## src/core/acj_pkg.sv

```systemverilog
// constants, types and register map of the output code justifier
`default_nettype none

package acj_pkg;

   // ------------------------------------------------------------
   // bus and register map
   // ------------------------------------------------------------
   localparam int ADDR_W = 8;
   localparam logic [7:0] OFF_CFG0 = 8'h00;
   localparam logic [7:0] OFF_CFG1 = 8'h04;
   localparam logic [7:0] OFF_STAT = 8'h08;
   localparam logic [7:0] OFF_DATA0 = 8'h0c;
   localparam logic [7:0] OFF_DATA1 = 8'h10;

   // ------------------------------------------------------------
   // fields and reset values
   // ------------------------------------------------------------
   localparam int TRIM_LSB = 0;
   localparam logic [7:0] TRIM_RST = 8'h50;
   localparam int OSR_LSB = 8;
   localparam logic [2:0] OSR_RST = 3'h3;
   localparam int EXTREF_BIT = 0;
   localparam logic EXTREF_RST = 1'b0;
   localparam int WIDTH_LSB = 0;
   localparam int BUSY_BIT = 8;
   localparam int PEND_BIT = 9;

   // ------------------------------------------------------------
   // codes
   // ------------------------------------------------------------
   localparam int WORD_W = 24;
   localparam logic [23:0] POS_FULL = 24'h7fffff;
   localparam logic [23:0] NEG_FULL = 24'h800000;
   localparam logic [2:0] OSR_32 = 3'h0;
   localparam logic [2:0] OSR_64 = 3'h1;
   localparam logic [2:0] OSR_128 = 3'h2;
   localparam logic [23:0] MASK_32 = 24'hffff80;
   localparam logic [23:0] MASK_64 = 24'hfffff0;
   localparam logic [23:0] MASK_128 = 24'hfffffe;
   localparam logic [23:0] MASK_FULL = 24'hffffff;

   typedef enum logic [1:0] {
      ACJ_W16 = 2'h0,
      ACJ_W24 = 2'h1,
      ACJ_W32Z = 2'h2,
      ACJ_W32S = 2'h3
   } acj_width_t;
   localparam acj_width_t WIDTH_RST = ACJ_W24;

   // ------------------------------------------------------------
   // timing
   // ------------------------------------------------------------
   localparam int CLK_NS = 10;
   localparam int SER_BIT_NS = 100;
   localparam int SER_BIT_CYC = (SER_BIT_NS / CLK_NS < 1) ? 1 : SER_BIT_NS / CLK_NS;

endpackage

`default_nettype wire

```

## src/core/acj_pair_if.sv

```systemverilog
// channel pair stream carrier
`timescale 1ns/1ps
`default_nettype none

interface acj_pair_if;
   logic valid;
   logic ready;
   logic [23:0] data0;
   logic [23:0] data1;
   modport src (output valid, output data0, output data1, input ready);
   modport snk (input valid, input data0, input data1, output ready);
endinterface

`default_nettype wire

```

## src/core/adc_output_code_justify.sv

```systemverilog
// output code justifier: apb registers, formatter and serial word sender
//
// Decided for this implementation: the register addresses and the APB register port.
`timescale 1ns/1ps
`default_nettype none

module adc_output_code_justify #(
   parameter int SER_DIV = acj_pkg::SER_BIT_CYC,
   parameter int BUF_DEPTH = 2
) (
   // clock and reset
   input wire logic clk_sys,
   input wire logic rst_b,
   // apb slave
   input wire logic psel,
   input wire logic penable,
   input wire logic pwrite,
   input wire logic [acj_pkg::ADDR_W-1:0] paddr,
   input wire logic [31:0] pwdata,
   output logic [31:0] prdata,
   output logic pready,
   output logic pslverr,
   // converter results
   input wire logic convValid,
   input wire logic [acj_pkg::WORD_W-1:0] convData0,
   input wire logic [acj_pkg::WORD_W-1:0] convData1,
   input wire logic [1:0] satPos,
   input wire logic [1:0] satNeg,
   output logic convReady,
   // serial words
   output logic serData,
   output logic serFrame,
   output logic serChan,
   // analog controls
   output logic intRefEnable,
   output logic [7:0] refTrim,
   output logic [2:0] osrSetting
);
   import acj_pkg::*;

   initial begin
      if (SER_DIV < 1 || SER_DIV > 65535) begin
         $error("adc_output_code_justify: SER_DIV out of range");
      end
   end

   // ------------------------------------------------------------
   // configuration state
   // ------------------------------------------------------------
   logic [7:0] trim_q;
   logic [2:0] osr_q;
   logic extRef_q;
   logic intRef_q;
   acj_width_t width_q;
   logic [23:0] last0_q;
   logic [23:0] last1_q;

   // ------------------------------------------------------------
   // apb slave
   // ------------------------------------------------------------
   logic pready_q;
   logic pslverr_q;
   logic [31:0] prdata_q;
   logic hit;
   logic wrEn;
   logic busy;
   logic pend;
   logic [31:0] rdMux;

   always_comb begin
      hit = 1'b1;
      rdMux = 32'h0;
      case (paddr)
         OFF_CFG0: rdMux = {21'h0, osr_q, trim_q};
         OFF_CFG1: rdMux = {31'h0, extRef_q};
         OFF_STAT: rdMux = {22'h0, pend, busy, 6'h0, width_q};
         OFF_DATA0: rdMux = {8'h0, last0_q};
         OFF_DATA1: rdMux = {8'h0, last1_q};
         default: hit = 1'b0;
      endcase
   end

   assign wrEn = psel & penable & pready_q & pwrite & hit;

   always_ff @(posedge clk_sys or negedge rst_b) begin
      if (!rst_b) begin
         pready_q <= 1'b0;
         pslverr_q <= 1'b0;
         prdata_q <= 32'h0;
      end else begin
         pready_q <= psel & penable & ~pready_q;
         if (psel && penable && !pready_q) begin
            pslverr_q <= ~hit;
            prdata_q <= (pwrite || !hit) ? 32'h0 : rdMux;
         end else begin
            pslverr_q <= 1'b0;
         end
      end
   end

   assign prdata = prdata_q;
   assign pready = pready_q;
   assign pslverr = pslverr_q;

   // ------------------------------------------------------------
   // configuration registers
   // ------------------------------------------------------------
   always_ff @(posedge clk_sys or negedge rst_b) begin
      if (!rst_b) begin
         trim_q <= TRIM_RST;
         osr_q <= OSR_RST;
      end else if (wrEn && paddr == OFF_CFG0) begin
         trim_q <= pwdata[TRIM_LSB +: 8];
         osr_q <= pwdata[OSR_LSB +: 3];
      end
   end

   always_ff @(posedge clk_sys or negedge rst_b) begin
      if (!rst_b) begin
         extRef_q <= EXTREF_RST;
         intRef_q <= ~EXTREF_RST;
      end else if (wrEn && paddr == OFF_CFG1) begin
         extRef_q <= pwdata[EXTREF_BIT];
         intRef_q <= ~pwdata[EXTREF_BIT];
      end
   end

   always_ff @(posedge clk_sys or negedge rst_b) begin
      if (!rst_b) begin
         width_q <= WIDTH_RST;
      end else if (wrEn && paddr == OFF_STAT) begin
         width_q <= acj_width_t'(pwdata[WIDTH_LSB +: 2]);
      end
   end

   assign intRefEnable = intRef_q;
   assign refTrim = trim_q;
   assign osrSetting = osr_q;

   // ------------------------------------------------------------
   // justify both channels with one ratio
   // ------------------------------------------------------------
   acj_pair_if fillBus ();
   acj_pair_if drainBus ();
   logic [23:0] rawCh [2];
   logic [23:0] justCh [2];

   assign rawCh[0] = convData0;
   assign rawCh[1] = convData1;

   for (genvar ch = 0; ch < 2; ch++) begin : gJust
      acj_justify uJust (
         .raw(rawCh[ch]),
         .satPos(satPos[ch]),
         .satNeg(satNeg[ch]),
         .osrSel(osr_q),
         .word(justCh[ch])
      );
   end

   assign fillBus.valid = convValid;
   assign fillBus.data0 = justCh[0];
   assign fillBus.data1 = justCh[1];
   assign convReady = fillBus.ready;

   always_ff @(posedge clk_sys or negedge rst_b) begin
      if (!rst_b) begin
         last0_q <= 24'h0;
         last1_q <= 24'h0;
      end else if (convValid && fillBus.ready) begin
         last0_q <= justCh[0];
         last1_q <= justCh[1];
      end
   end

   acj_pair_buf #(
      .DEPTH(BUF_DEPTH)
   ) uBuf (
      .clk_sys(clk_sys),
      .rst_b(rst_b),
      .fillPort(fillBus),
      .drainPort(drainBus),
      .notEmpty(pend)
   );

   // ------------------------------------------------------------
   // bit rate divider
   // ------------------------------------------------------------
   logic [15:0] div_q;
   logic bitEn_q;

   always_ff @(posedge clk_sys or negedge rst_b) begin
      if (!rst_b) begin
         div_q <= 16'h0;
         bitEn_q <= 1'b0;
      end else if (div_q == 16'(SER_DIV - 1)) begin
         div_q <= 16'h0;
         bitEn_q <= 1'b1;
      end else begin
         div_q <= div_q + 16'h1;
         bitEn_q <= 1'b0;
      end
   end

   // ------------------------------------------------------------
   // serial word sender
   // ------------------------------------------------------------
   typedef enum logic [1:0] {
      ACJ_IDLE = 2'b01,
      ACJ_SEND = 2'b10
   } acj_ser_t;

   acj_ser_t state_q;
   logic [31:0] sh_q;
   logic [5:0] left_q;
   logic half_q;
   logic serData_q;
   logic serFrame_q;
   logic serChan_q;
   logic [31:0] fmtWord;
   logic [5:0] fmtBits;
   logic [23:0] fmtSrc;

   assign fmtSrc = (state_q == ACJ_SEND) ? drainBus.data1 : drainBus.data0;

   always_comb begin
      case (width_q)
         ACJ_W16: begin
            fmtWord = {fmtSrc[23:8], 16'h0};
            fmtBits = 6'h10;
         end
         ACJ_W32Z: begin
            fmtWord = {fmtSrc, 8'h0};
            fmtBits = 6'h20;
         end
         ACJ_W32S: begin
            fmtWord = {{8{fmtSrc[23]}}, fmtSrc};
            fmtBits = 6'h20;
         end
         default: begin
            fmtWord = {fmtSrc, 8'h0};
            fmtBits = 6'h18;
         end
      endcase
   end

   assign drainBus.ready = (state_q == ACJ_SEND) & bitEn_q & (left_q == 6'h0) & half_q;
   assign busy = (state_q == ACJ_SEND);

   always_ff @(posedge clk_sys or negedge rst_b) begin
      if (!rst_b) begin
         state_q <= ACJ_IDLE;
         sh_q <= 32'h0;
         left_q <= 6'h0;
         half_q <= 1'b0;
         serData_q <= 1'b0;
         serFrame_q <= 1'b0;
         serChan_q <= 1'b0;
      end else begin
         case (state_q)
            ACJ_IDLE: begin
               if (drainBus.valid) begin
                  sh_q <= fmtWord;
                  left_q <= fmtBits;
                  half_q <= 1'b0;
                  state_q <= ACJ_SEND;
               end
            end
            ACJ_SEND: begin
               if (bitEn_q) begin
                  if (left_q != 6'h0) begin
                     serData_q <= sh_q[31];
                     sh_q <= {sh_q[30:0], 1'b0};
                     left_q <= left_q - 6'h1;
                     serFrame_q <= 1'b1;
                     serChan_q <= half_q;
                  end else begin
                     serFrame_q <= 1'b0;
                     serData_q <= 1'b0;
                     if (!half_q) begin
                        sh_q <= fmtWord;
                        left_q <= fmtBits;
                        half_q <= 1'b1;
                     end else begin
                        state_q <= ACJ_IDLE;
                     end
                  end
               end
            end
            default: state_q <= ACJ_IDLE;
         endcase
      end
   end

   assign serData = serData_q;
   assign serFrame = serFrame_q;
   assign serChan = serChan_q;

endmodule // adc_output_code_justify

`default_nettype wire

```

## src/core/acj_justify.sv

```systemverilog
// clamps and left-justifies one channel result
`timescale 1ns/1ps
`default_nettype none

module acj_justify (
   // raw result
   input wire logic [acj_pkg::WORD_W-1:0] raw,
   input wire logic satPos,
   input wire logic satNeg,
   // shared ratio
   input wire logic [2:0] osrSel,
   // justified word
   output logic [acj_pkg::WORD_W-1:0] word
);
   import acj_pkg::*;

   logic [23:0] clamped;
   logic [23:0] mask;

   always_comb begin
      if (satPos) begin
         clamped = POS_FULL;
      end else if (satNeg) begin
         clamped = NEG_FULL;
      end else begin
         clamped = raw;
      end
      case (osrSel)
         OSR_32: mask = MASK_32;
         OSR_64: mask = MASK_64;
         OSR_128: mask = MASK_128;
         default: mask = MASK_FULL;
      endcase
      word = clamped & mask;
   end

endmodule // acj_justify

`default_nettype wire

```

## src/core/acj_pair_buf.sv

```systemverilog
// small fifo of channel pairs between converter and serial port
`timescale 1ns/1ps
`default_nettype none

module acj_pair_buf #(
   parameter int DEPTH = 2
) (
   // clock and reset
   input wire logic clk_sys,
   input wire logic rst_b,
   // streams
   acj_pair_if.snk fillPort,
   acj_pair_if.src drainPort,
   // level
   output logic notEmpty
);
   import acj_pkg::*;

   localparam int PTR_W = (DEPTH > 1) ? $clog2(DEPTH) : 1;
   localparam int CNT_W = $clog2(DEPTH + 1);

   initial begin
      if (DEPTH < 2) begin
         $error("acj_pair_buf: DEPTH must be at least 2");
      end
   end

   logic [47:0] mem [DEPTH];
   logic [PTR_W-1:0] wrPtr_q;
   logic [PTR_W-1:0] rdPtr_q;
   logic [CNT_W-1:0] cnt_q;
   logic [CNT_W-1:0] cnt_d;
   logic notFull_q;
   logic push;
   logic pop;

   assign push = fillPort.valid & notFull_q;
   assign pop = drainPort.ready & (cnt_q != '0);
   assign fillPort.ready = notFull_q;
   assign drainPort.valid = (cnt_q != '0);
   assign drainPort.data0 = mem[rdPtr_q][23:0];
   assign drainPort.data1 = mem[rdPtr_q][47:24];
   assign notEmpty = (cnt_q != '0);

   always_comb begin
      cnt_d = cnt_q;
      if (push && !pop) begin
         cnt_d = cnt_q + CNT_W'(1);
      end else if (pop && !push) begin
         cnt_d = cnt_q - CNT_W'(1);
      end
   end

   always_ff @(posedge clk_sys) begin
      if (push) begin
         mem[wrPtr_q] <= {fillPort.data1, fillPort.data0};
      end
   end

   always_ff @(posedge clk_sys or negedge rst_b) begin
      if (!rst_b) begin
         wrPtr_q <= '0;
         rdPtr_q <= '0;
         cnt_q <= '0;
         notFull_q <= 1'b1;
      end else begin
         if (push) begin
            wrPtr_q <= (wrPtr_q == PTR_W'(DEPTH - 1)) ? '0 : wrPtr_q + PTR_W'(1);
         end
         if (pop) begin
            rdPtr_q <= (rdPtr_q == PTR_W'(DEPTH - 1)) ? '0 : rdPtr_q + PTR_W'(1);
         end
         cnt_q <= cnt_d;
         notFull_q <= (cnt_d < CNT_W'(DEPTH));
      end
   end

endmodule // acj_pair_buf

`default_nettype wire

```

## config.mk

```make
export PLATFORM = sky130hd
export DESIGN_NAME = adc_output_code_justify
export DESIGN_NICKNAME = d
export VERILOG_FILES = /design/src/core/acj_pkg.sv /design/src/core/acj_pair_if.sv /design/src/core/adc_output_code_justify.sv /design/src/core/acj_justify.sv /design/src/core/acj_pair_buf.sv
export SDC_FILE = /design/constraint.sdc
export NUM_CORES = 1
export LEC_CHECK = 0
export ABC_AREA = 0
export BUFFER_PORTS_ARGS = -buffer_cell sky130_fd_sc_hd__buf_2
export CORE_MARGIN = 1.5
export CORE_UTILIZATION = 27
export DETAILED_ROUTE_END_ITERATION = 8
export GPL_ROUTABILITY_DRIVEN = 1
export PLACE_DENSITY = 0.51
export SYNTH_ARGS = -nofsm -noshare
export SYNTH_HDL_FRONTEND = slang
export SYNTH_SLANG_ARGS = --single-unit
```

## constraint.sdc

```tcl
create_clock -name clk_sys -period 3.1 [get_ports clk_sys]
set_clock_uncertainty 0.05 [all_clocks]
set_input_delay 0.465 -clock clk_sys [delete_from_list [all_inputs] [get_ports clk_sys]]
set_output_delay 0.465 -clock clk_sys [all_outputs]
set_load 0.02 [all_outputs]
```

==> impl_results.md, run 1 <==
- DRC: 0
- Die height: 209.1 microns
- Final setup vio count: 0
- Final hold violations: 0
- DP Worst Slack: between 500 and 600 ps
- Clock transition at path regs: around 70 ps
- Die W: 209.1 microns
- Worst Path Arrival: just under 3000 ps
- DRT Pass-1 Iters: 7
- Die ar.: between 40000 and 50000 sq um
- Buf/Inv on CP: 2
- Ys flop type: dfrtp_1
- Nets@finish: 1128
- Netlist cell types: 68
- Pwr Total: 0.01072 W
- Clk sink count: 251
- Rel. slew slack: between 40% and 50%
- Clock Path Buffers: 3
- Status: completed
- YS warnings: 0
- GRT Util Overall: 13.59%
- PortBufs: about 120
- Achievable Freq: between 0.3 and 0.4 GHz
- Share of post-route cells with drive strength above 1: between 20% and 30%
- Vias: 7733
- Yosys reg bits: 251
- Peak supply drop: around 0.45 mV
- EDFF count, synth: 96
- P&R area growth vs syn: 19.48%
- DR iter-0 viols: between 400 and 500
- Hold Slack: roughly 94 ps
- Min-Delay Path Class: input port to flop
- First-pass GRT wire length: 46530 microns
- Routed WL per cell: 18.94 microns
- Critical Path RT: 3480 ps
- Row cnt: 75
- Post-synthesis sequential area ratio: 59.06%
- Post-CTS sizing: 0
- Top delay family on crit path: compound AO/OA/AOI/OAI gates
- Worst path cell trace: inv_1, ha_4, inv_1, o21a_1, nand4b_1, o221ai_1
- CTS tree: done
- Ant. Diodes: 0
- Synth Instances: around 890
- Initial Util: 27.33%
- Final WL: 29860 microns
- Worst-Skew Late Latency: 530 ps
- Root buffer cell: clkbuf_16
- Post-CTS setup buffer count: 0
- Largest stage delay, worst path: 540 ps
- CP max stage cell: dfstp_2
- TNS Setup: 0 ps
- Finished Layout Cells: roughly 1.6k
- FFs w/ async S/R, synth: 61.75%
- Post-synthesis cell area: 11460 sq um
- RePlAce Congestion: 0.7675
- DP Wirelength: approximately 21000 microns
- Final worst-path cycle share: 82.47%
- I/O pin count: 148
- Critical path class: flop to flop
- Number of max-cap violations: 0
- Endpoint type of the worst setup path: flop
- Vias in the first global route: 7855
- Power density over the cells: 782.7 nW/um^2
- Final worst setup slack: 543.5 ps
- Min Clock Period, post-route: 2557 ps
- Initial antenna violation count: 0
- Critical Path Source Type: flop
- Most common cell on crit path: inv_1
- Final Slew Violations: 0
- Pleak: 5.555 nW
- CTS HTree Levels: 1
- Maximum fanout along the worst path: 22
- Cell total after placement: around 1.5k
- RSZ-0062 raised after global routing: false
- Via density: 4.904
- Detail Route Antenna Nets: 0
- Worst slew pin tran: roughly 820 ps
- Core Box Area: 41950 sq um
- Largest net degree at the start of global routing: 63
- Avg Inst Size Synth: 12.85 sq um
- Hold_buf cts: 1
- Clock buffer count from CTS: 26
- Overflow after GRT: 0
-- worst register-to-register path, delay by kind of cell, from the launching register on --
kind	cells	cell delay [ps]
adder cells (fa/ha/maj)	1	280
flip-flops	1	540
AND/OR/NAND/NOR	1	470
buffers and inverters	2	360
AO/OA/AOI/OAI	2	750
-- power by group --
part,switching (W),total [W],internal (W)
logic,0.00161,0.00283,0.00122
registers,0.000291,0.00449,0.00420
clock network,0.00131,0.00340,0.00209
-- final timing paths --
path / from / end / slack [ps] / cells past startpoint
max: state_q[0] / sh_q[1] / 540 / 6
min: pwdata[0] / intRefEnable / 90 / 2
max reg2reg: state_q[0] / sh_q[1] / 540 / 6
min reg2reg: serData / serData / 420 / 2
max in group asynchronous: rst_b / div_q[10] / 1770 / 3
min in group asynchronous: rst_b / uBuf.wrPtr_q / 450 / 2
-- stage by stage --
stage	area, sq um	utilization [%]
2_1_floorplan	11490	-
3_3_place_gp	12740	30.38
3_5_place_dp	12740	30.38
4_1_cts	13700	32.66
5_1_grt	13700	32.66
6_report	13700	32.66
-- cells in the mapped netlist (5+ instances only) --
cell        n  area [sq um]
a21o_1     34         255.2
a21oi_1    23         115.1
a222oi_1    7         70.07
a22oi_1    21         157.7
buf_2      17         85.08
buf_4       9         67.56
clkbuf_1   25         93.84
dfrtp_1   147          3679
dfstp_2     8         210.2
edfxtp_1   96          2883
ha_1       12         150.1
inv_1      35         131.4
mux2_2     55         619.3
mux2_4     10         150.1
mux2i_1    60         600.6
nand2_1    57         214.0
nand3_1     7         35.03
nand4_1     7         43.79
nor2_1     43         161.4
nor3_1      5         25.02
nor4_1      5         31.28
o21ai_0     5         25.02
o21ai_1    22         110.1
o221a_2    17         191.4
o221ai_1   22         192.7
o22a_1     24         210.2
o22ai_1     8         50.05
o31ai_1    15         112.6
or4_1      16         120.1
xnor2_1     9         78.83
xor2_1      6         52.55
-- cells in the final DEF (no fill, tap or decap), types with 4 or more instances in the layout --
master     Yosys  final
dfrtp_1      147    147
o221ai_1      22     22
conb_1         1      8
a22oi_1       21     21
dfstp_2        8      8
o21ai_1       22     22
bufinv_16      0      4
inv_1         35     35
buf_2         17    117
ha_1          12     11
o22a_1        24     24
clkbuf_16      0     28
nor3_1         5      5
xor2_1         6      6
nor2_1        43     42
o21ai_0        5      5
o22ai_1        8      8
nand4_1        7      7
mux2_4        10     10
a21o_1        34     34
or4_1         16     16
xnor2_1        9      9
nand3_1        7      7
clkinv_2       0      5
clkbuf_8       0      5
mux2i_1       60     60
a21oi_1       23     23
buf_4          9     30
edfxtp_1      96     96
nor4_1         5      5
nand2_1       57     57
mux2_2        55     55
a222oi_1       7      7
o31ai_1       15     15
o221a_2       17     17
-- flip-flops by register name (all words and copies together), names as in the netlist, 2 cells and up, named ones only --
name / count
refTrim: 8
last0_q: 24
state_q: 2
osrSetting: 3
div_q: 16
sh_q: 32
uBuf.mem: 96
prdata: 24
width_q: 2
last1_q: 24
left_q: 6
-- per-layer routing --
metal / wire length, microns / GRT usage [%] / up-vias
li1: - / - / 3618
met1: 13840 / 18.52 / 3894
met2: 14120 / 22.57 / 186
met3: 1398 / 2.224 / 35
met4: 503 / 3.248 / 0
met5: 0 / 0 / -
-- area by class of cell --
type                       instances  area [sq um]
fill                            4188         28250
tap                              539         674.4
inverter                          36         135.1
multi-input combinational        552          4300
clock buffer                      36         780.7
timing repair buffer             151         872.1
clock inverter                    12         163.9
sequential                       251          6771
-- cells by family (layout without fill, tap and decap cells) --
family	count (synthesis)	in the layout	share of synthesized area, %
simple gates	173	173	7.956
other cells	1	8	0.03271
buf+inv	96	235	3.841
fa+ha+maj	12	12	1.310
compound gates	219	219	14.70
flops	251	251	59.06
mux	125	125	11.95
xor+xnor	15	15	1.146
No activity file was read; power rests on OpenSTA's default activity.
==> inputs of run 2 (changes only) <==
- PLACE_DENSITY: 0.51 -> 0.49
- clock period: 3.1 -> 2.5 ns (I/O delays scaled with it)
==> run 2 against run 1 <==
Non-clock buffer count up 18. Critical path depth up 4. Power up 25%. Fmax up 13%. Sequential share of layout area down 0.68 points. First-iteration DRC count down 5.4%.
==> impl_results.md, run 2 (synthesized netlist as in run 1, its figures left out) <==
- Launch point of the worst reg-to-reg path: left_q[0]
- Critical Path Source Type: flop
- Overflow after GRT: 0
- Final worst-path cycle share: 90.82%
- Routed WL per cell: 19.00 microns
- Maximum fanout along the worst path: 4
- Buf/Inv on CP: 2
- Endpoint type of the worst setup path: flop
- DRC: 0
- Nets@finish: roughly 1.1k
- RePlAce Congestion: 0.7759
- Largest Register: uBuf.mem
- GRT Util Overall: around 14%
- Final hold violations: 0
- Sequential share of power: 41.7%
- DR iter-0 viols: 455
- Worst Path Arrival: 2680 ps
- Status: completed
- Vias: 7794
- Worst path cell trace: inv_1, ha_1, or3b_4, nor2_4, nand3_2, inv_1, ha_1, nor3b_1, a211oi_1, a21oi_1
- Achievable Freq: 0.4404 GHz
- Final worst setup slack: 229.4 ps
- Combinational power share: 28.1%
- Core Box Area: 41950 sq um
- Root buffer cell: clkbuf_16
- Fin area: 13890 sq um
- Pint: 0.009315 W
- Top delay family on crit path: simple AND/OR/NAND/NOR gates
- Biggest regs: uBuf.mem (96), sh_q (32)
- Clock Path Buffers: 3
- CTS tree: done
- Number of max-cap violations: 0
- Worst Reg-to-Reg Cells: 10
- Die ar.: around 44000 sq um
- CTS HTree Levels: 1
- RSZ-0062 raised after global routing: false
- Worst hold path startpoint: pwdata[10]
- Initial antenna violation count: 0
- Via density: a little under 5
- DRT Pass-1 Iters: 4
- Die height: about 210 microns
- Worst slew pin tran: 868.3 ps
- CP max stage cell: or3b_4
- Number of fill cells: 4191
- PortBufs: 118
- Initial Util: 27.33%
- Clock transition at path regs: 60 ps
- I/O pin count: 148
- Vias in the first global route: 7715
- Ant. Diodes: 0
- Min Clock Period, post-route: between 2000 and 2500 ps
- TNS Setup: 0 ps
- Clk sink count: 251
- Worst-Skew Late Latency: ~540 ps
- Worst Hold Endpoint: osrSetting[2]
- Die W: 209.1 microns
- Final Slew Violations: 0
- Power density over the cells: 961.3 nW/um^2
- Largest net degree at the start of global routing: 60
- Peak supply drop: 0.5253 mV
- Final WL: 30330 microns
- R2R setup slack: 230 ps
- Max reg flops: 96
- Share of post-route cells with drive strength above 1: 29.33%
- Sw Share: 30.23%
- Worst Hold Path Cells: 2
- Critical path class: flop to flop
- Rel. slew slack: a little over two fifths
- Post-Place Cell Area: 12890 sq um
- Commonest non-fill, non-tap cell in the layout: dfrtp_1
- First-pass GRT wire length: 46780 microns
- Post-CTS setup buffer count: 0
- Largest stage delay, worst path: about 440 ps
- Pleak: 5.634 nW
- Row cnt: 75
- P&R area growth vs syn: 21.14%
- Commonest non-fill, non-tap cells in the layout: 147 x dfrtp_1, 117 x buf_2, 96 x edfxtp_1, 60 x mux2i_1, 57 x nand2_1
- Final setup vio count: 0
- Critical Path RT: 2910 ps
- Clock buffer count from CTS: 27
- DP Wirelength: 21870 microns
- Clock Power Share: roughly 30%
- Min-Delay Path Class: input port to flop
- DP Worst Slack: approximately 120 ps
- Psw: 0.004036 W
- Detail Route Antenna Nets: 0
==> run 2: changes by cell type in the layout (fill, tap and decap cells not counted), sizes merged <==
cell	previous run	this run
buf	150	159
bufinv	4	3
clkbuf	36	33
clkinv	6	11
clkinvlp	2	1
dlygate4sd3	1	10
inv	36	37
==> run 2: stage by stage <==
stage | hold WS [ps] | util [%] | instances | total power (W)
6_report | 42.99 | 33.11 | 1596 | 0.01335
5_1_grt | 28.07 | 33.11 | 1596 | 0.01406
4_1_cts | 15.51 | 33.09 | 1596 | 0.01352
3_5_place_dp | 349.7 | 30.72 | 1537 | 0.009420
3_3_place_gp | 350.5 | 30.72 | 1537 | 0.009370
2_1_floorplan | 29.41 | - | 899 | 0.008105
==> run 2: power groups by stage <==
stage | clock, W | sequential, W | combinational [W]
after floorplan | 0 | 0.00557 | 0.00253
after global placement | 0 | 0.00564 | 0.00373
after detailed placement | 0 | 0.00564 | 0.00378
after CTS | 0.00416 | 0.00557 | 0.00379
after global routing | 0.00432 | 0.00566 | 0.00408
final | 0.00402 | 0.00557 | 0.00376
==> run 2: worst max-delay path by stage <==
| stage | slack [ps] | cells past startpoint | endpoint | from |
|---|---|---|---|---|
| floorplan | 160 | 9 | flop | left_q[0] |
| global placement | 160 | 8 | flop | left_q[0] |
| detailed placement | 120 | 8 | flop | left_q[0] |
| CTS | 110 | 8 | flop | left_q[0] |
| global route | 40 | 10 | flop | left_q[0] |
| finish | 230 | 10 | flop | left_q[0] |
==> run 2: final cells by class <==
class / instances / area (sq um) / share of cell area (%)
Tap cell: 539 / 674.4 / 4.856
Clock buffer: 33 / 739.5 / 5.324
Inverter: 36 / 135.1 / 0.9730
Timing Repair Buffer: 169 / 1105 / 7.955
Clock inverter: 16 / 155.1 / 1.117
Multi-Input combinational cell: 552 / 4308 / 31.02
Sequential cell: 251 / 6771 / 48.76
==> run 2: routing by layer <==
layer | global-route usage (%) | routed length, microns
met2 | 21.78 | 13930
met5 | 0 | 0
met4 | 4.098 | 653
met1 | 19.27 | 14380
met3 | 2.390 | 1362
==> run 2: what timing repair did <==
| item | in CTS | in global routing |
|---|---|---|
| setup endpoints to repair | 0 | 1 |
| hold buffers | 10 | 0 |
| hold endpoints to repair | 60 | 0 |
| gates resized for setup | 0 | 2 |
==> inputs of run 3 (changes only) <==
- CORE_MARGIN: 1.5 -> 10
==> run 3 against run 2 <==
Combinational power shrank 1%. First-iteration DRC count grew 1.8%. Power grew 0.15%. Wire length grew 2.8%. Cell count grew 0.19%. Clock power grew 2%. Fmax shrank 1.4%. Clock-buffer cell count grew 5. Global-route usage shrank 1.7 points. Sequential share of layout area is essentially flat. Register-to-register slack lost 30 ps. Hold slack lost 19 ps. Largest power group unchanged. Highest routed layer unchanged.
==> impl_results.md, run 3 (synthesized netlist as in run 1, its figures left out) <==
- Maximum fanout along the worst path: 4
- P&R area growth vs syn: 21.19%
- Worst Path Arrival: 2720 ps
- Core Box Area: ~42000 sq um
- Power density over the cells: 962.3 nW/um^2
- Worst slew pin tran: approximately 740 ps
- GRT Util Overall: 12.07%
- DRT Pass-1 Iters: 5
- Final WL: 31160 microns
- Min-Delay Path Class: input port to flop
- TNS Setup: 0 ps
- Biggest regs: uBuf.mem (96), sh_q (32)
- Top delay family on crit path: simple AND/OR/NAND/NOR gates
- Largest stage delay, worst path: 440 ps
- Clock Path Buffers: 3
- DP Wirelength: 22700 microns
- Clk sink count: 251
- Peak supply drop: 0.4151 mV
- Final core occ: ~33%
- Largest net degree at the start of global routing: 59
- Final hold violations: 0
- Fin area: about 14000 sq um
- Post-Place Cell Area: 12870 sq um
- Detail Route Antenna Nets: 0
- RePlAce Congestion: 0.8129
- CP max stage cell: or3b_4
- Number of fill cells: 4170
- Rel. slew slack: 50.04%
- Root buffer cell: clkbuf_16
- Buf/Inv on CP: 2
- Number of max-cap violations: 0
- Via density: 4.881
- Die height: 226.1 microns
- Critical path class: flop to flop
- Ant. Diodes: 0
- DRC: 0
- Vias: 7804
- Die ar.: 51110 sq um
- Clock buffer count from CTS: 28
- Largest Register: uBuf.mem
- Die W: 226.1 microns
- Sequential standard cell area: between 6000 and 7000 sq um
- Commonest non-fill, non-tap cells in the layout: 147 x dfrtp_1, 117 x buf_2, 96 x edfxtp_1, 60 x mux2i_1, 57 x nand2_1
- Post-CTS setup buffer count: 0
- Critical path depth: 10
- Worst-Skew Late Latency: 540 ps
- Pwr Total: 0.01337 W
- First-pass GRT wire length: 48800 microns
- Share of post-route cells with drive strength above 1: 29.15%
- Final Slew Violations: 0
- PortBufs: 118
- Worst Reg-to-Reg Cells: 10
- Final worst-path cycle share: about 90%
- I/O pin count: 148
- CTS HTree Levels: 1
- CTS tree: done
- Routed WL per cell: 19.49 microns
- Critical Path RT: 2910 ps
- Achievable Freq: 0.4342 GHz
- Max reg flops: 96
- Nets@finish: 1148
- Critical Path Source Type: flop
- Status: completed
- DR iter-0 viols: roughly 460
- Commonest non-fill, non-tap cell in the layout: dfrtp_1
- Min Clock Period, post-route: about 2300 ps
- Multi-input logic area: 4318 sq um
- Initial Util: 27.33%
- Worst path cell trace: inv_1, ha_1, or3b_4, nor2_4, nand3_2, inv_1, ha_1, nor3b_1, a211oi_1, a21oi_1
- Row cnt: 75
- Final setup vio count: 0
- Overflow after GRT: 0
- Initial antenna violation count: 0
- Vias in the first global route: 8121
- Clock transition at path regs: 60 ps
- Worst Hold Path Cells: 2
- Pleak: between 5 and 6 nW
- Endpoint type of the worst setup path: flop
- RSZ-0062 raised after global routing: false
## run 3: cell type report
class	instances	area share (%)
Tap cell	539	4.854
Clock inverter	14	1.036
Sequential cell	251	48.73
Inverter	36	0.9725
Timing Repair Buffer	169	7.861
Clock buffer	38	5.466
Multi-Input combinational cell	552	31.08
## run 3: power by group
part           internal [W]  total (W)  switching (W)
sequential          0.00521    0.00557       0.000363
clock               0.00243    0.00409        0.00166
combinational       0.00165    0.00371        0.00205
## run 3: final timing paths
path	endpoint	start	slack (ps)
setup / recovery	flop	left_q[0]	200
hold / removal	osrSetting[1]	pwdata[9]	20
setup reg to reg	flop	left_q[0]	200
hold reg to reg	serData	serData	420
max in group asynchronous	last1_q[13]	rst_b	1320
min in group asynchronous	div_q[7]	rst_b	340
## run 3: metrics by stage
stage	std cells	worst slack [ps]	hold slack, ps
2_1_floorplan	899	160.5	29.41
3_3_place_gp	1537	184.8	353.8
3_5_place_dp	1537	134.3	358.0
4_1_cts	1599	105.0	0.3226
5_1_grt	1599	1.433	8.801
6_report	1599	196.7	24.24
## run 3: timing repair
item                                    in CTS  in global routing
hold buffers                                10                  0
endpoints found under the hold margin       60                  0
gates resized for setup                      0                  2
endpoints found under the setup margin       0                  1
## run 3: metal layers
layer | vias to the layer above | GRT usage [%] | share of wire [%]
met3 | 39 | 2.309 | 4.5
li1 | 3659 | - | -
met1 | 3947 | 16.62 | 48
met5 | - | 0 | 0
met2 | 159 | 19.24 | 46
met4 | 0 | 2.727 | 1.7
## run 3: worst register-to-register path, cell delays in order, from the launching register on
cell and delay, ps:
dfrtp_1 390, inv_1 90, ha_1 200, or3b_4 440, nor2_4 180, nand3_2 180, inv_1 100, ha_1 190
nor3b_1 200, a211oi_1 60, a21oi_1 130
